**config.mk**
```make
export PLATFORM = sky130hd
export DESIGN_NAME = pdwg_dac_glue
export DESIGN_NICKNAME = d
export VERILOG_FILES = /design/src/pdwg_pkg.sv /design/src/pdwg_fifo.sv /design/src/pdwg_dac_glue.sv
export SDC_FILE = /design/constraint.sdc
export NUM_CORES = 1
export LEC_CHECK = 0
export ABC_AREA = 0
export CORE_UTILIZATION = 52
export CTS_CLUSTER_SIZE = 20
export DETAILED_ROUTE_END_ITERATION = 8
export DONT_BUFFER_PORTS = 1
export PLACE_DENSITY = 0.67
export SKIP_CTS_REPAIR_TIMING = 1
export SLEW_MARGIN = 20
export SYNTH_ARGS = -nofsm -noshare
export SYNTH_HDL_FRONTEND = slang
export SYNTH_SLANG_ARGS = --single-unit
```
**constraint.sdc**
```tcl
create_clock -name ref_clk -period 10.4 [get_ports ref_clk]
set_clock_uncertainty 0.05 [all_clocks]
set_input_delay 1.56 -clock ref_clk [delete_from_list [all_inputs] [get_ports ref_clk]]
set_output_delay 1.56 -clock ref_clk [all_outputs]
set_load 0.01 [all_outputs]
```
**src/pdwg_pkg.sv**
```systemverilog
package pdwg_pkg;
  // ----------------------------------------
  // Peripheral address decode
  // ----------------------------------------
  localparam int          ADDR_W                  = 16;
  localparam int          DATA_W                  = 16;
  localparam int          PERIPH_SEL_POS          = 14;
  localparam int          DEV_SEL_POS             = 2;
  localparam int          CHAN_LO_POS             = 0;
  localparam int          CHAN_HI_POS             = 1;
  localparam logic [15:0] DAC_BASE_ADDR           = 16'h4000;
  localparam logic [15:0] DAC_LAST_ADDR           = 16'h4007;
  localparam int          NUM_DAC_DEV             = 2;
  // ----------------------------------------
  // Timing
  // ----------------------------------------
  localparam int          CLK_PERIOD_PS           = 10000;
  localparam int          CS_PULSE_NS             = 75;
  localparam int          CS_PULSE_CYC            = (CS_PULSE_NS * 1000 + CLK_PERIOD_PS - 1)
                                                    / CLK_PERIOD_PS;
  localparam int          LOAD_GAP_US             = 80;
  localparam int          LOAD_GAP_CYC            = (LOAD_GAP_US * 1000000 + CLK_PERIOD_PS - 1)
                                                    / CLK_PERIOD_PS;
  localparam int          CNT_W                   = 16;
  // ----------------------------------------
  // Buffering and resets
  // ----------------------------------------
  localparam int          FIFO_DEPTH              = 16;
  localparam int          FIFO_W                  = 3 + DATA_W;
  localparam logic        CS_IDLE                 = 1'b1;
  localparam logic [1:0]  MODE_SERIAL_AMP         = 2'h0;
  localparam logic [1:0]  MODE_PARALLEL_DAC       = 2'h1;

  typedef enum logic [1:0] {
    PDWG_IDLE  = 2'b00,
    PDWG_PULSE = 2'b01,
    PDWG_GAP   = 2'b10
  } pdwg_state_t;
endpackage

```
**src/pdwg_fifo.sv**
```systemverilog
module pdwg_fifo #(
  parameter int WIDTH = 19,
  parameter int DEPTH = 16
) (
  input  wire logic             ref_clk,
  input  wire logic             rst_n,
  input  wire logic             clk_en,
  input  wire logic             in_valid,
  output logic                  in_ready,
  input  wire logic [WIDTH-1:0] in_data,
  output logic                  out_valid,
  input  wire logic             out_ready,
  output logic      [WIDTH-1:0] out_data
);
  localparam int AW = $clog2(DEPTH);

  logic [WIDTH-1:0] mem_r [DEPTH];
  logic [AW:0]      wr_ptr_r;
  logic [AW:0]      rd_ptr_r;
  logic             push;
  logic             pop;
  logic             full;
  logic             empty;
  logic [AW:0]      used;

  assign used      = wr_ptr_r - rd_ptr_r;
  // Output register holds one of the words, so the total stays at DEPTH
  assign full      = (used == (AW+1)'(DEPTH))
                  || (out_valid && (used == (AW+1)'(DEPTH - 1)));
  assign empty     = (wr_ptr_r == rd_ptr_r);
  assign in_ready  = !full;
  assign push      = in_valid && !full;
  assign pop       = out_ready && out_valid;

  // ----------------------------------------
  // Storage
  // ----------------------------------------
  always_ff @(posedge ref_clk) begin
    if (clk_en && push) begin
      mem_r[wr_ptr_r[AW-1:0]] <= in_data;
    end
  end

  always_ff @(posedge ref_clk) begin
    if (!rst_n) begin
      wr_ptr_r <= '0;
    end else if (clk_en && push) begin
      wr_ptr_r <= wr_ptr_r + 1'b1;
    end
  end

  // Registered read data, refilled whenever the output slot empties
  always_ff @(posedge ref_clk) begin
    if (!rst_n) begin
      rd_ptr_r  <= '0;
      out_valid <= 1'b0;
      out_data  <= '0;
    end else if (clk_en) begin
      if (!empty && (!out_valid || pop)) begin
        out_data  <= mem_r[rd_ptr_r[AW-1:0]];
        out_valid <= 1'b1;
        rd_ptr_r  <= rd_ptr_r + 1'b1;
      end else if (pop) begin
        out_valid <= 1'b0;
      end
    end
  end
endmodule

```
**src/pdwg_dac_glue.sv**
```systemverilog
module pdwg_dac_glue
  import pdwg_pkg::*;
(
  input  wire logic              ref_clk,
  input  wire logic              rst_n,
  input  wire logic              clk_en,
  input  wire logic              buffered_system_clock,
  input  wire logic              host_write_strobe_n,
  input  wire logic [ADDR_W-1:0] host_addr,
  input  wire logic [DATA_W-1:0] host_data,
  input  wire logic              init_hold_n,
  input  wire logic              output_kind_strap_0,
  input  wire logic              host_amp_select_n,
  input  wire logic              host_amp_enable_n,
  input  wire logic              amp_fault_flag,
  output logic                   write_ready,
  output logic [NUM_DAC_DEV-1:0] dac_cs_n,
  output logic [1:0]             dac_chan_addr,
  output logic [DATA_W-1:0]      dac_data,
  output logic                   dac_load_strobe_n,
  output logic                   amp_serial_select_n,
  output logic                   amp_enable_n,
  output logic                   amp_fault_seen,
  output logic [1:0]             output_kind
);
  // ----------------------------------------
  // Pin synchronisers
  // ----------------------------------------
  logic [1:0]        clk_sync_r;
  logic [1:0]        wr_sync_r;
  logic [1:0]        hold_sync_r;
  logic [1:0]        strap_sync_r;
  logic [1:0]        fault_sync_r;
  logic [1:0]        amp_sel_sync_r;
  logic [1:0]        amp_en_sync_r;
  logic [ADDR_W-1:0] addr_m_r;
  logic [ADDR_W-1:0] addr_s_r;
  logic [DATA_W-1:0] data_m_r;
  logic [DATA_W-1:0] data_s_r;
  logic              clk_prev_r;
  logic              wr_low_seen_r;

  // Idle levels preloaded so reset release makes no false edge
  always_ff @(posedge ref_clk) begin
    if (!rst_n) begin
      clk_sync_r     <= 2'h0;
      wr_sync_r      <= 2'h3;
      hold_sync_r    <= 2'h0;
      strap_sync_r   <= 2'h0;
      fault_sync_r   <= 2'h0;
      amp_sel_sync_r <= 2'h3;
      amp_en_sync_r  <= 2'h3;
    end else if (clk_en) begin
      clk_sync_r     <= {clk_sync_r[0], buffered_system_clock};
      wr_sync_r      <= {wr_sync_r[0], host_write_strobe_n};
      hold_sync_r    <= {hold_sync_r[0], init_hold_n};
      strap_sync_r   <= {strap_sync_r[0], output_kind_strap_0};
      fault_sync_r   <= {fault_sync_r[0], amp_fault_flag};
      amp_sel_sync_r <= {amp_sel_sync_r[0], host_amp_select_n};
      amp_en_sync_r  <= {amp_en_sync_r[0], host_amp_enable_n};
    end
  end

  // Address and data resynced per bit; the strobe must bracket a stable word
  always_ff @(posedge ref_clk) begin
    if (!rst_n) begin
      addr_m_r <= '0;
      addr_s_r <= '0;
      data_m_r <= '0;
      data_s_r <= '0;
    end else if (clk_en) begin
      addr_m_r <= host_addr;
      addr_s_r <= addr_m_r;
      data_m_r <= host_data;
      data_s_r <= data_m_r;
    end
  end

  // ----------------------------------------
  // Write capture on clock-output rising edge
  // ----------------------------------------
  logic clk_rise;
  logic wr_sample;
  logic in_dac_space;
  logic in_valid;
  logic in_ready;

  assign clk_rise = clk_sync_r[1] && !clk_prev_r;
  assign wr_sample = clk_rise && !wr_sync_r[1];
  assign in_dac_space = addr_s_r[PERIPH_SEL_POS]
                     && (addr_s_r >= DAC_BASE_ADDR) && (addr_s_r <= DAC_LAST_ADDR);
  // One capture per strobe low period, ignored during hold
  // No capture in hold
  assign in_valid = wr_sample && !wr_low_seen_r && in_dac_space && hold_sync_r[1];

  always_ff @(posedge ref_clk) begin
    if (!rst_n) begin
      clk_prev_r    <= 1'b0;
      wr_low_seen_r <= 1'b0;
    end else if (clk_en) begin
      clk_prev_r <= clk_sync_r[1];
      if (wr_sync_r[1]) begin
        wr_low_seen_r <= 1'b0;
      end else if (wr_sample) begin
        wr_low_seen_r <= 1'b1;
      end
    end
  end

  // ----------------------------------------
  // Write queue
  // ----------------------------------------
  logic              q_valid;
  logic              q_ready;
  logic [FIFO_W-1:0] q_data;

  pdwg_fifo #(
    .WIDTH (FIFO_W),
    .DEPTH (FIFO_DEPTH)
  ) pdwg_fifo_i (
    .ref_clk   (ref_clk),
    .rst_n     (rst_n),
    .clk_en    (clk_en),
    .in_valid  (in_valid),
    .in_ready  (in_ready),
    .in_data   ({addr_s_r[DEV_SEL_POS], addr_s_r[CHAN_HI_POS], addr_s_r[CHAN_LO_POS],
                 data_s_r}),
    .out_valid (q_valid),
    .out_ready (q_ready),
    .out_data  (q_data)
  );

  always_ff @(posedge ref_clk) begin
    if (!rst_n) begin
      write_ready <= 1'b0;
    end else if (clk_en) begin
      write_ready <= in_ready;
    end
  end

  // ----------------------------------------
  // Select pulse sequencer
  // ----------------------------------------
  pdwg_state_t state_r;
  pdwg_state_t state_nxt;
  logic [CNT_W-1:0] cnt_r;
  logic             cur_dev_r;
  logic             cur_load_r;

  // Queue drains only when idle, so a long gap back-pressures writes
  assign q_ready = (state_r == PDWG_IDLE) && hold_sync_r[1];

  always_comb begin
    state_nxt = state_r;
    case (state_r)
      PDWG_IDLE: begin
        if (q_valid && q_ready) begin
          state_nxt = PDWG_PULSE;
        end
      end
      PDWG_PULSE: begin
        if (cnt_r == CNT_W'(CS_PULSE_CYC - 1)) begin
          state_nxt = cur_load_r ? PDWG_GAP : PDWG_IDLE;
        end
      end
      PDWG_GAP: begin
        if (cnt_r == CNT_W'(LOAD_GAP_CYC - 1)) begin
          state_nxt = PDWG_IDLE;
        end
      end
      default: state_nxt = PDWG_IDLE;
    endcase
    if (!hold_sync_r[1]) begin
      state_nxt = PDWG_IDLE;
    end
  end

  always_ff @(posedge ref_clk) begin
    if (!rst_n) begin
      state_r <= PDWG_IDLE;
    end else if (clk_en) begin
      state_r <= state_nxt;
    end
  end

  // Counter restarts on every state change
  always_ff @(posedge ref_clk) begin
    if (!rst_n) begin
      cnt_r <= '0;
    end else if (clk_en) begin
      cnt_r <= (state_nxt == state_r) ? cnt_r + 1'b1 : '0;
    end
  end

  always_ff @(posedge ref_clk) begin
    if (!rst_n) begin
      cur_dev_r  <= 1'b0;
      cur_load_r <= 1'b0;
    end else if (clk_en && q_valid && q_ready) begin
      cur_dev_r  <= q_data[DATA_W+2];
      cur_load_r <= !q_data[DATA_W];
    end
  end

  // Channel and data stand from select fall until the next write
  always_ff @(posedge ref_clk) begin
    if (!rst_n) begin
      dac_chan_addr <= 2'h0;
      dac_data      <= '0;
    end else if (clk_en && q_valid && q_ready) begin
      dac_chan_addr <= q_data[DATA_W+1:DATA_W];
      dac_data      <= q_data[DATA_W-1:0];
    end
  end

  // ----------------------------------------
  // Select and load outputs
  // ----------------------------------------
  genvar g;
  generate
    for (g = 0; g < NUM_DAC_DEV; g++) begin : g_cs
      always_ff @(posedge ref_clk) begin
        if (!rst_n) begin
          dac_cs_n[g] <= CS_IDLE;
        end else if (clk_en) begin
          dac_cs_n[g] <= !((state_nxt == PDWG_PULSE) && hold_sync_r[1]
                        && (((state_r == PDWG_IDLE) ? q_data[DATA_W+2] : cur_dev_r)
                            == 1'(g)));
        end
      end
    end
  endgenerate

  // Load pulse follows the phase A select, one per axis
  always_ff @(posedge ref_clk) begin
    if (!rst_n) begin
      dac_load_strobe_n <= 1'b1;
    end else if (clk_en) begin
      dac_load_strobe_n <= !((state_nxt == PDWG_GAP) && (state_r == PDWG_PULSE));
    end
  end

  // ----------------------------------------
  // Amplifier hooks
  // ----------------------------------------
  // Select only in serial mode; off in hold, where the mode may change
  always_ff @(posedge ref_clk) begin
    if (!rst_n) begin
      amp_serial_select_n <= 1'b1;
    end else if (clk_en) begin
      amp_serial_select_n <= amp_sel_sync_r[1] || (output_kind != MODE_SERIAL_AMP)
                             || !hold_sync_r[1];
    end
  end

  // Enable low only when fault free
  always_ff @(posedge ref_clk) begin
    if (!rst_n) begin
      amp_enable_n <= 1'b1;
    end else if (clk_en) begin
      amp_enable_n <= amp_en_sync_r[1] || fault_sync_r[1] || !hold_sync_r[1];
    end
  end

  always_ff @(posedge ref_clk) begin
    if (!rst_n) begin
      amp_fault_seen <= 1'b0;
    end else if (clk_en) begin
      amp_fault_seen <= fault_sync_r[1];
    end
  end

  // ----------------------------------------
  // Output kind strap
  // ----------------------------------------
  // Strap caught during hold
  always_ff @(posedge ref_clk) begin
    if (!rst_n) begin
      output_kind <= MODE_SERIAL_AMP;
    end else if (clk_en && !hold_sync_r[1]) begin
      output_kind <= strap_sync_r[1] ? MODE_PARALLEL_DAC : MODE_SERIAL_AMP;
    end
  end
endmodule

```
======== Word level (Yosys, flattened, before mapping) ========
Memory sizes are Yosys's and may differ from the RTL's. A register that Yosys moved wholly into a read port is not among the register bits.
Index checks and enable logic that the tools add are counted.
cells by class
  add/sub/neg operators ................... 4
  magnitude comparators ................... 2
  eq/ne operators ......................... 10
  muxes and demuxes ....................... 15
  bitwise gates (word level) .............. 1
  reductions and logical operators ........ 45
operators by type and width
  cell                   count
  $logic_and 1x1->1      20
  $add 16x1->16 const B  1
  $eq 16x13->1 const B   1
  $eq 16x3->1 const B    1
  $ge 16x15->1 const B   1
  $le 16x15->1 const B   1
  $mux 16                1
  $logic_not 1->1        12
  $add 5x1->5 const B    2
  $mux 2                 5
  $mux 1                 8
  $logic_or 1x1->1       6
  $pmux 2 s3             1
  $reduce_and 2->1       3
  $reduce_bool 2->1      3
  $eq 5x4->1 const B     1
  $eq 5x5->1             1
  $eq 5x5->1 const B     1
  $sub 5x5->5            1
  $eq 2x1->1 const B     2
  $eq 2x2->1 const B     2
  $eq 2x2->1             1
  $logic_not 2->1        1
  $not 1->1              1
storage, ports and cells
  flip-flop bits (word level) ............. 138
  bits in writable memories ............... 304
  input port bits ......................... 42
  output and inout port bits .............. 27
  memories ................................ 1
memory list
  memory             words  bits a word  read ports  clocked after Yosys merged registers in  write ports  line             source
  pdwg_fifo_i.mem_r  16     19           1           1                                        1            pdwg_fifo.sv:17  logic [WIDTH-1:0] mem_r [DEPTH];

======== Longest topological paths before layout ========
Gate-level depths: netlist of run 1.
  depth after elaboration ................. 10
  gate-level depth with buffers ........... 13
  gate-level depth less buffers ........... 9

======== By module ========
Synthesis of run 1 repeated with hierarchy kept, for this count alone.
unflattened totals
  cell total of the unflattened synthesis .. 1,112
  area, all modules ....................... 17,737.0 um^2
by module, submodules not included
  module         instances  cells each  area an instance (um^2)  seq. area each (um^2)
  pdwg_fifo      1          612         12,926.1                 9,729.3
  pdwg_dac_glue  1          500         4,810.9                  2,522.4

======== Worst setup path after synthesis of run 1 ========
Ideal clock, no wire load.
  kind .................................... flip-flop to flip-flop
  start ................................... register pdwg_fifo_i.rd_ptr_r[1]
  end ..................................... memory pdwg_fifo_i.mem_r[15][0] (enable)
  library setup time ...................... 419 ps
  arrival time ............................ 3,878 ps
  required time ........................... 9,931 ps
  path slack .............................. 6,053 ps
  stages on the path, launching flop included .. 11
  buffers on the path ..................... 3
  clock period less this slack ............ 4,347 ps
  cell sequence ........................... dfxtp_1 clkbuf_1 clkbuf_1 clkbuf_1 inv_1 ha_1 and3b_1 or3_1 nand3_1 mux2i_1 nor3_1
on the way
  word-level cells in the longest chain between the ends .. 9
RTL lines
  element                           line             source
  start, declared                   pdwg_fifo.sv:19  logic [AW:0] rd_ptr_r;
  start signal, assigned            pdwg_fifo.sv:62  rd_ptr_r <= rd_ptr_r + 1'b1;
  $sub 5x5->5 (*)                   pdwg_fifo.sv:26  assign used = wr_ptr_r - rd_ptr_r;
  $eq 5x4->1                        pdwg_fifo.sv:29  || (out_valid && (used == (AW+1)'(DEPTH - 1)));
  $logic_and 1x1->1                 pdwg_fifo.sv:29
  $logic_or 1x1->1 (*)              pdwg_fifo.sv:29
  $logic_not 1->1 (*)               pdwg_fifo.sv:32  assign push = in_valid && !full;
  $logic_and 1x1->1 (*)             pdwg_fifo.sv:32
  $logic_and 1x1->1 (*)             pdwg_fifo.sv:39  if (clk_en && push) begin
  $mux 1 (*)                        pdwg_fifo.sv:39
  $mux 1 (not written as such) (*)  pdwg_fifo.sv:40  mem_r[wr_ptr_r[AW-1:0]] <= in_data;
  end, declared                     pdwg_fifo.sv:17
Every way passes the cells marked *; elsewhere a longest branch is shown, timed or not.

======== Final worst setup path of run 1 ========
  start ................................... register pdwg_fifo_i.rd_ptr_r[2]
  end ..................................... memory pdwg_fifo_i.mem_r[8][14] (enable)
Same word-level chain as after synthesis.

==> flow_summary_export.csv, run 1 <==
group,metric,value,unit
synthesis,syn_area,17550,um2
sta,setup_tns,0,ns
sta,min_period,4.758,ns
cts,worst_skew_pair.late_latency,0.55,ns
pwr,p_per_area,190.6,nW/um2
critical_path,cp_cell_sequence,"inv_1, ha_1, and3b_1, or3_1, nand3_1, mux2i_1, nor2_1, and3_1",
critical_path,reg2reg_to,"pdwg_fifo_i.mem_r[8][14]",
layout,finalCoreUtilization,59.29,%
critical_path,timing.critical_path.max_delay_family,"simple AND/OR/NAND/NOR gates",
route,dr.pass1.iters,5,
critical_path,cp_max_fo,22,
critical_path,r2r_slack,5.64,ns
sta,rsz0062_at_grt,"false",
cts,cts.sinks,460,
sta,final.period_utilization,45.75,%
layout,syn_to_final_growth,11.04,%
cts,cts_made_buffers,45,
synthesis,synth-main-ff-cell,"edfxtp_1",
cts,cts_root_buf,"clkbuf_16",
grt,antenna_found_initial,4,
critical_path,path_class,"flip-flop to flip-flop",
critical_path,crit_path_start,"pdwg_fifo_i.rd_ptr_r[2]",
cts,clock_path_buffers,3,
floorplan,ios,69,
synthesis,synth-edff-count,304,
sta,finalHoldViolations,0,
synthesis,synth_area_leaders,"edfxtp_1 (52%), dfxtp_1 (18%), mux4_2 (12%), mux2i_1 (4.7%), nor2_1 (2.4%)",
floorplan,die_h,185.7,um
route,vias_per_cell,5.733,
grt,grt_max_degree,102,
sta,worst_slew_pin_slew,1.091,ns
critical_path,slowest_delay,1.03,ns
placement,place_area,17910,um2
floorplan,floorplan.die_area,34480,um2
layout,num_antenna_cells,0,
route,drt_iter0_drc,945,
cts,htree_levels,2,
critical_path,rr_startpoint,"pdwg_fifo_i.rd_ptr_r[2]",
sta,finalMaxSlewViolations,0,
flow_run,drv_cap,0,
route,dr_total_vias,9047,
synthesis,synth_seq_cells,460,
route,drtAntennaViolNets,0,
floorplan,die_w,185.7,um
route,routed_wl,36.29,mm
placement,io_buffers,0,
worst_hold_path,hold_start,"pdwg_fifo_i.out_data[5]",
grt,grt_pass1_wl,54.23,mm
worst_hold_path,hp-class,"flip-flop to flip-flop",
route,drcViolationCount,0,
worst_hold_path,hold_path_end,"dac_data[5]",
pwr,power_leakage,6.168,nW
synthesis,synth_top_area_share,52.02,%
sta,finalSetupViolations,0,
cts,cts_tree,"done",
cts,clk_pin_slew,0.06,ns
critical_path,cp_slowest_cell,"dfxtp_1",
floorplan,num_rows,66,
synthesis,yosysTopAreaCell,"edfxtp_1",
critical_path,crit_path_start_kind,"flip-flop",
placement,dp.final_hpwl,23.04,mm
sta,fmaxAchievable,0.2102,GHz
synthesis,yosys_warnings,0,
layout,drive_above_1_share,16.29,%
critical_path,end_kind,"flip-flop",
grt,track_usage,21.83,%
synthesis,netlist_instances,1110,
critical_path,critPathBufInv,1,
floorplan,core,32870,um2
status,status,"completed",
placement,gp_congestion,0.8341,
sta,hold_ws,0.4063,ns
pwr,ir_worst_vdd,0.0001477,V
grt,grt_overflow_total,0,
layout,finalInstanceArea,19490,um2
synthesis,ys_types,46,
floorplan,start_util,53.39,%
layout,fin_nets,1153,
grt,grt_pass1_vias,8786,
synthesis,avgSynthCellArea,15.81,um2
critical_path,r2r_cells,8,
critical_path,arrival,4.87,ns
critical_path,cp.required,10.51,ns
layout,final_common_cell,"edfxtp_1",
route,wl_per_cell,23.00,um
layout,layout_common_cells,"edfxtp_1 (304), dfxtp_1 (154), nor2_1 (110)",
synthesis,syn_nets,1163,
synthesis,ys_seq_area_share,69.82,%
worst_hold_path,hold_depth,2,
sta,max_slew_margin,27.19,%
pwr,fin_total_pwr,3.714,mW
synthesis,synth_async_sr_flop_share,0,%
-- registers in the layout, indices dropped and copies added, names as in the netlist, 5 cells and up --
signal and count:
addr_m_r 16, cnt_r 16, data_s_r 16, pdwg_fifo_i.out_data 19, dac_data 16, addr_s_r 16
pdwg_fifo_i.wr_ptr_r 5, pdwg_fifo_i.rd_ptr_r 5, data_m_r 16, pdwg_fifo_i.mem_r 304
-- final cells by class --
cell class                      count  area [um2]
Timing Repair Buffer                6       48.80
Clock buffer                       54        1244
Fill cell                        2573       13380
Inverter                           12       47.55
Tap cell                          442       553.0
Clock inverter                     29       329.1
Sequential cell                   460       12260
Multi-Input combinational cell    575        5005
-- Yosys cell counts, types with 2 or more instances --
master / instances
edfxtp_1: 304
dfxtp_1: 156
nor2_1: 110
nand2_1: 103
mux4_2: 95
mux2i_1: 82
clkbuf_1: 48
a21oi_1: 37
o21ai_0: 32
and3_1: 18
nand3_1: 12
ha_1: 10
inv_1: 10
xnor2_1: 10
nand4_1: 9
xor2_1: 9
buf_1: 7
nor4_1: 7
buf_2: 6
or4_1: 4
nor2b_1: 3
nor3_1: 3
nor3b_1: 3
o31ai_1: 3
or3_1: 3
a211oi_1: 2
a21o_1: 2
and2_1: 2
mux2_2: 2
nand4b_1: 2
-- where the power goes --
group | switching [mW] | internal [mW] | leakage [nW]
combinational | 0.0186 | 0.0187 | 1.69
clock | 0.672 | 1.03 | 0.772
sequential | 0.0235 | 1.95 | 3.70
total | 0.714 | 3.00 | 6.17
-- routing by layer --
layer  vias to the layer above  global-route usage (%)  wire length (um)
met2                       289                   33.84             17160
li1                       4179                       -                 -
met3                        55                   5.654              3087
met4                         0                   5.311               693
met1                      4524                   30.97             15350
met5                         -                       0                 0
-- worst register-to-register path: stages, from the launching register on --
cell and delay (ns):
dfxtp_1 1.03, inv_1 0.19, ha_1 0.42, and3b_1 0.21, or3_1 0.36, nand3_1 0.11
mux2i_1 0.22, nor2_1 0.79, and3_1 1.00
-- through the flow --
step                instances  setup WS (ns)
CTS                      1578          5.687
finish                   1578          5.642
floorplan                1110          6.053
detailed placement       1495          5.717
global route             1578          5.335
global placement         1495          5.878
-- kinds of logic after synthesis --
group | after synthesis | synth area share, %
xor+xnor | 19 | 0.9483
compound gates | 80 | 2.496
simple gates | 285 | 7.180
fa+ha+maj | 11 | 0.8271
flops | 460 | 69.82
mux | 179 | 17.00
other cells | 1 | 0.02137
buf+inv | 75 | 1.711
-- worst max path at each step --
stage,to,slack [ns],depth (start not counted)
6_report,pdwg_fifo_i.mem_r[8][14],5.64,8
5_1_grt,pdwg_fifo_i.mem_r[8][13],5.34,8
4_1_cts,pdwg_fifo_i.mem_r[8][14],5.69,8
3_5_place_dp,pdwg_fifo_i.mem_r[8][13],5.72,8
3_3_place_gp,pdwg_fifo_i.mem_r[8][3],5.88,8
2_1_floorplan,pdwg_fifo_i.mem_r[15][0],6.05,10
Power figures use the tool's default switching activity.
==> run 2: changes to the inputs <==
--- a/config.mk
+++ b/config.mk
@@ -5,7 +5,7 @@
 export SDC_FILE = /design/constraint.sdc
 export NUM_CORES = 1
 export LEC_CHECK = 0
-export ABC_AREA = 0
+export ABC_AREA = 1
 export CORE_UTILIZATION = 52
 export CTS_CLUSTER_SIZE = 20
 export DETAILED_ROUTE_END_ITERATION = 8
==> constraint.sdc (replaced) <==
create_clock -name ref_clk -period 4.4 [get_ports ref_clk]
set_clock_uncertainty 0.05 [all_clocks]
set_input_delay 0.66 -clock ref_clk [delete_from_list [all_inputs] [get_ports ref_clk]]
set_output_delay 0.66 -clock ref_clk [all_outputs]
set_load 0.01 [all_outputs]
==> flow_summary_export.csv, run 2 <==
group,metric,value,unit
status,status,"completed",
sta,finalMaxSlewViolations,0,
cts,cts_made_buffers,47,
grt,antenna_found_initial,0,
grt,grt_overflow_total,0,
floorplan,start_util,53.19,%
layout,fin_nets,1665,
critical_path,cp_slowest_cell,"dfxtp_2",
sta,worst_slew_pin_slew,1.104,ns
sta,finalHoldViolations,0,
synthesis,netlist_instances,1650,
route,vias_per_cell,5.786,
pwr,p_per_area,473.1,nW/um2
sta,finalSetupViolations,0,
synthesis,ys_types,43,
cts,clk_pin_slew,0.06,ns
floorplan,num_rows,67,
critical_path,cp_common_cell,"nand2_1",
synthesis,synth_async_sr_flop_share,0,%
grt,grt_pass1_wl,65.32,mm
floorplan,die_h,187.7,um
synthesis,synth-edff-count,304,
synthesis,avgSynthCellArea,10.86,um2
floorplan,ios,69,
pwr,ir_worst_vdd,0.0003392,V
pwr,power_leakage,6.854,nW
synthesis,yosysMostFrequentCell,"nor2_1",
layout,drive_above_1_share,8.480,%
synthesis,synth_commonest_cells,"nor2_1 (394), edfxtp_1 (304), o21ai_0 (248)",
layout,seqCellArea,12260,um2
cts,worst_skew_pair.late_latency,0.55,ns
layout,final_common_cell,"nor2_1",
critical_path,slowest_delay,0.91,ns
synthesis,yosys_warnings,0,
layout,layout_common_cells,"nor2_1 (377), edfxtp_1 (304), o21ai_0 (248)",
cts,cts.sinks,460,
sta,fmaxAchievable,0.2682,GHz
critical_path,timing.critical_path.max_delay_family,"simple AND/OR/NAND/NOR gates",
layout,finalCoreUtilization,58.76,%
layout,largest_reg_flops,304,
route,dr_total_vias,12150,
critical_path,crit_path_start_kind,"flip-flop",
synthesis,synth_area_leaders,"edfxtp_1 (51%), dfxtp_1 (17%), nor2_1 (8.3%), o21ai_0 (6.9%), nand2_1 (2.3%)",
cts,htree_levels,2,
cts,cts_tree,"done",
synthesis,synth_top_area_share,50.93,%
critical_path,path_class,"flip-flop to flip-flop",
grt,track_usage,23.94,%
synthesis,syn_area,17920,um2
worst_hold_path,hp-class,"input pin to flip-flop",
cts,clock_path_buffers,3,
flow_run,drv_cap,0,
synthesis,syn_nets,1703,
route,dr.pass1.iters,5,
route,wl_per_cell,20.16,um
floorplan,floorplan.die_area,35210,um2
placement,place_area,18210,um2
layout,multi_input_area,5131,um2
synthesis,yosysTopAreaCell,"edfxtp_1",
route,drtAntennaViolNets,0,
critical_path,critPathBufInv,2,
critical_path,cp_max_fo,44,
placement,dp.final_hpwl,25.47,mm
grt,grt_max_degree,133,
synthesis,ys_seq_area_share,68.36,%
critical_path,cp_cell_sequence,"inv_2, ha_1, nand3b_1, nand2_1, nand2_1, nand2_1, nand3_1, nand4_2, inv_2, nand2_1, nor2_2",
synthesis,synth-main-ff-cell,"edfxtp_1",
layout,finalInstanceArea,19800,um2
route,routed_wl,42.32,mm
placement,gp_congestion,0.8694,
sta,rsz0062_at_grt,"false",
synthesis,synth_seq_cells,460,
cts,cts_root_buf,"clkbuf_16",
placement,dp.cells,2010,
layout,num_antenna_cells,0,
sta,max_slew_margin,26.31,%
sta,setup_tns,0,ns
critical_path,arrival,3.85,ns
layout,syn_to_final_growth,10.48,%
floorplan,core,33700,um2
layout,fillers,2792,
grt,grt_pass1_vias,11520,
route,drt_iter0_drc,935,
sta,min_period,3.729,ns
critical_path,cp.required,4.52,ns
placement,io_buffers,0,
layout,fin_cells,2099,
critical_path,end_kind,"flip-flop",
floorplan,die_w,187.7,um
route,drcViolationCount,0,
sta,final.period_utilization,84.75,%
sta,hold_ws,0.1643,ns
## run 2: changes by cell type in the layout (fill, tap and decap cells not counted), sizes merged, moves of 12 or more
cell	before	now
mux4	95	0
a31oi	0	19
o22ai	1	48
nand2	103	115
mux2i	82	0
clkbuf	54	67
o221ai	0	24
nor2	110	409
and3	18	0
inv	16	49
nand3	12	37
o21ai	33	282
## run 2: worst paths after layout
| path | endpoint | depth (start not counted) | start | slack, ns |
|---|---|---|---|---|
| worst max-delay path | pdwg_fifo_i.mem_r[5][4] | 11 | pdwg_fifo_i.rd_ptr_r[1] | 0.67 |
| worst min-delay path | state_r[0] | 1 | clk_en | 0.16 |
| worst max register to register | pdwg_fifo_i.mem_r[5][4] | 11 | pdwg_fifo_i.rd_ptr_r[1] | 0.67 |
| worst min register to register | amp_en_sync_r[1] | 2 | amp_en_sync_r[1] | 0.40 |
## run 2: cell families (layout without fill, tap and decap cells)
kind of cell,after synthesis,in the layout,synth area share (%)
and+or+nand+nor,590,590,13.79
DFF,460,460,68.36
AOI/OAI and AO/OA,426,426,13.02
buffers and inverters,150,151,3.421
xor gates and xnor gates,12,12,0.5864
adders and majority gates,11,11,0.8098
other,1,1,0.02092
## run 2: power by group
part / internal [mW] / switching (mW) / total (mW)
logic: 0.192 / 0.429 / 0.620
registers: 4.69 / 0.132 / 4.82
clock network: 2.29 / 1.63 / 3.92
total: 7.17 / 2.19 / 9.37
## run 2: layout make-up
type	instances	area share, %
Tap cell	448	2.831
Clock buffer	67	6.894
Timing Repair Buffer	16	0.6698
Sequential cell	460	61.90
Multi-Input combinational cell	1040	25.91
Clock inverter	21	0.8909
Inverter	47	0.9036
## run 2: worst reg2reg max path: stages (launching register included)
cell	delay, ns
dfxtp_2	0.91
inv_2	0.09
ha_1	0.34
nand3b_1	0.13
nand2_1	0.09
nand2_1	0.07
nand2_1	0.05
nand3_1	0.11
nand4_2	0.21
inv_2	0.16
nand2_1	0.23
nor2_2	0.90
## run 2: metrics by stage
stage | total power, mW | setup slack (ns)
finish | 9.367 | 0.6712
CTS | 9.396 | 0.7018
global route | 9.661 | 0.4680
global placement | 5.509 | 0.8203
floorplan | 5.321 | 1.077
detailed placement | 5.523 | 0.7294
## run 2: layer usage
layer  up-vias  wire (um)  GRT usage, %
met5         -          0             0
met4         0        981         6.942
met3        61       3334         4.960
met2       440      19750         38.13
met1      5915      18250         33.25
li1       5729          -             -
==> run 3: changes to the inputs <==
--- a/config.mk
+++ b/config.mk
@@ -10,7 +10,7 @@
 export CTS_CLUSTER_SIZE = 20
 export DETAILED_ROUTE_END_ITERATION = 8
 export DONT_BUFFER_PORTS = 1
-export PLACE_DENSITY = 0.67
+export PLACE_DENSITY = 0.7
 export SKIP_CTS_REPAIR_TIMING = 1
 export SLEW_MARGIN = 20
 export SYNTH_ARGS = -nofsm -noshare
==> constraint.sdc (replaced) <==
create_clock -name ref_clk -period 3.09 [get_ports ref_clk]
set_clock_uncertainty 0.05 [all_clocks]
set_input_delay 0.4635 -clock ref_clk [delete_from_list [all_inputs] [get_ports ref_clk]]
set_output_delay 0.4635 -clock ref_clk [all_outputs]
set_load 0.01 [all_outputs]
==> flow_summary_export.csv, run 3 (same netlist as run 2, synthesis figures left out) <==
group,metric,value,unit
status,status,"finished, violations left",
status,violations,"hold timing",
route,drt_iter0_drc,1202,
cts,cts.sinks,460,
layout,num_antenna_cells,0,
worst_hold_path,hold_path_end,"data_m_r[9]",
floorplan,core,33700,um2
cts,cts_tree,"done",
placement,gp_congestion,0.8499,
sta,worst_slew_pin_slew,0.8886,ns
sta,min_period,2.941,ns
critical_path,crit_path_start_kind,"flip-flop",
layout,fin_nets,1693,
layout,final_common_cell,"nor2_1",
floorplan,start_util,53.19,%
route,dr.pass1.iters,5,
grt,grt_pass1_vias,11760,
critical_path,path_class,"flip-flop to flip-flop",
critical_path,rr_startpoint,"pdwg_fifo_i.wr_ptr_r[0]",
cts,clk_pin_slew,0.06,ns
flow_run,drv_cap,0,
placement,dp.final_hpwl,24.67,mm
sta,finalSetupViolations,0,
floorplan,ios,69,
sta,hold_ws,-0.003729,ns
layout,largest_reg_flops,304,
route,drtAntennaViolNets,0,
placement,io_buffers,0,
layout,syn_to_final_growth,11.99,%
sta,max_slew_margin,40.68,%
worst_hold_path,hold_depth,2,
critical_path,end_kind,"flip-flop",
sta,finalMaxSlewViolations,0,
worst_hold_path,hp-class,"input pin to flip-flop",
critical_path,r2r_slack,0.15,ns
floorplan,num_rows,67,
pwr,ir_worst_vdd,0.0004910,V
layout,layout_common_cells,"nor2_1 (377), edfxtp_1 (304), o21ai_0 (248)",
cts,clock_path_buffers,3,
grt,track_usage,23.48,%
pwr,power_leakage,6.995,nW
cts,cts_root_buf,"clkbuf_16",
floorplan,floorplan.die_area,35210,um2
layout,finalCoreUtilization,59.56,%
grt,antenna_found_initial,0,
grt,grt_overflow_total,0,
critical_path,cp_max_fo,6,
route,drcViolationCount,0,
layout,fillers,2704,
route,wl_per_cell,19.45,um
sta,fmaxAchievable,0.3400,GHz
sta,rsz0062_at_grt,"false",
sta,setup_tns,0,ns
worst_hold_path,hold_start,"host_data[9]",
floorplan,die_w,187.7,um
grt,grt_pass1_wl,64.78,mm
route,routed_wl,41.31,mm
route,dr_total_vias,12280,
critical_path,cp.required,3.29,ns
grt,grt_max_degree,133,
layout,drive_above_1_share,9.427,%
sta,final.period_utilization,95.19,%
critical_path,r2r_cells,12,
pwr,p_per_area,653.4,nW/um2
cts,worst_skew_pair.late_latency,0.56,ns
sta,finalHoldViolations,2,
route,vias_per_cell,5.783,
critical_path,reg2reg_to,"pdwg_fifo_i.mem_r[12][9]",
cts,cts_made_buffers,45,
critical_path,arrival,3.14,ns
floorplan,die_h,187.7,um
cts,htree_levels,2,
-- run 3: cell count changes in the layout (fill, tap and decap cells not counted), sizes merged --
cell / previous run / this run
buf: 16 / 36
bufinv: 2 / 1
clkbuf: 67 / 69
clkinv: 16 / 11
dlygate4sd3: 0 / 10
inv: 49 / 48
-- run 3: worst max path at each step --
stage,from,end,slack (ns),cells after the start
after global placement,pdwg_fifo_i.wr_ptr_r[0],pdwg_fifo_i.mem_r[14][12],0.27,12
after detailed placement,pdwg_fifo_i.wr_ptr_r[0],pdwg_fifo_i.mem_r[14][5],0.20,12
after CTS,pdwg_fifo_i.wr_ptr_r[0],pdwg_fifo_i.mem_r[12][9],0.19,12
after global routing,pdwg_fifo_i.wr_ptr_r[0],pdwg_fifo_i.mem_r[14][14],0.007,12
after floorplan,pdwg_fifo_i.rd_ptr_r[2],pdwg_fifo_i.mem_r[11][0],-0.23,13
final,pdwg_fifo_i.wr_ptr_r[0],pdwg_fifo_i.mem_r[12][9],0.15,12
-- run 3: cell type report --
class / count / area, um2 / share of cell area [%]
multi-input combinational: 1040 / 5101 / 25.41
sequential: 460 / 12260 / 61.06
clock buffer: 69 / 1361 / 6.782
inverter: 47 / 178.9 / 0.8914
timing repair buffer: 46 / 503.0 / 2.506
clock inverter: 14 / 110.1 / 0.5486
tap: 448 / 560.5 / 2.793
-- run 3: through the flow --
stage / total power, mW / setup slack (ns) / std cells / instance area, um2
final: 13.12 / 0.1486 / 2124 / 20070
after global routing: 13.54 / 0.007242 / 2124 / 20070
after CTS: 13.16 / 0.1924 / 2114 / 19960
after detailed placement: 7.838 / 0.1957 / 2031 / 18490
after global placement: 7.819 / 0.2719 / 2031 / 18490
after floorplan: 7.578 / -0.2333 / 1650 / 17930
-- run 3: power by group --
| part | internal (mW) | total [mW] | switching (mW) | leakage, nW |
|---|---|---|---|---|
| Combinational | 0.278 | 0.889 | 0.611 | 2.30 |
| Sequential | 6.68 | 6.85 | 0.168 | 3.97 |
| Clock | 3.13 | 5.38 | 2.25 | 0.726 |
| Total | 10.1 | 13.1 | 3.02 | 7.00 |
-- run 3: worst max-delay path, stage by stage, from the launching register on --
cell and delay [ns]:
dfxtp_1 0.40, inv_1 0.13, ha_1 0.22, fa_1 0.39, nand3b_1 0.21, nand3_1 0.11
nand2_1 0.05, nand3_1 0.09, nand4_2 0.21, inv_2 0.17, nand2_1 0.20, nor2_2 0.22
buf_4 0.19
-- run 3: per-layer routing --
metal	track usage (%)	vias to the layer above	wire length [um]
met5	0	-	0
met2	37.48	425	19440
met3	4.061	75	2878
met4	7.161	0	914
li1	-	5792	-
met1	32.94	5992	18080
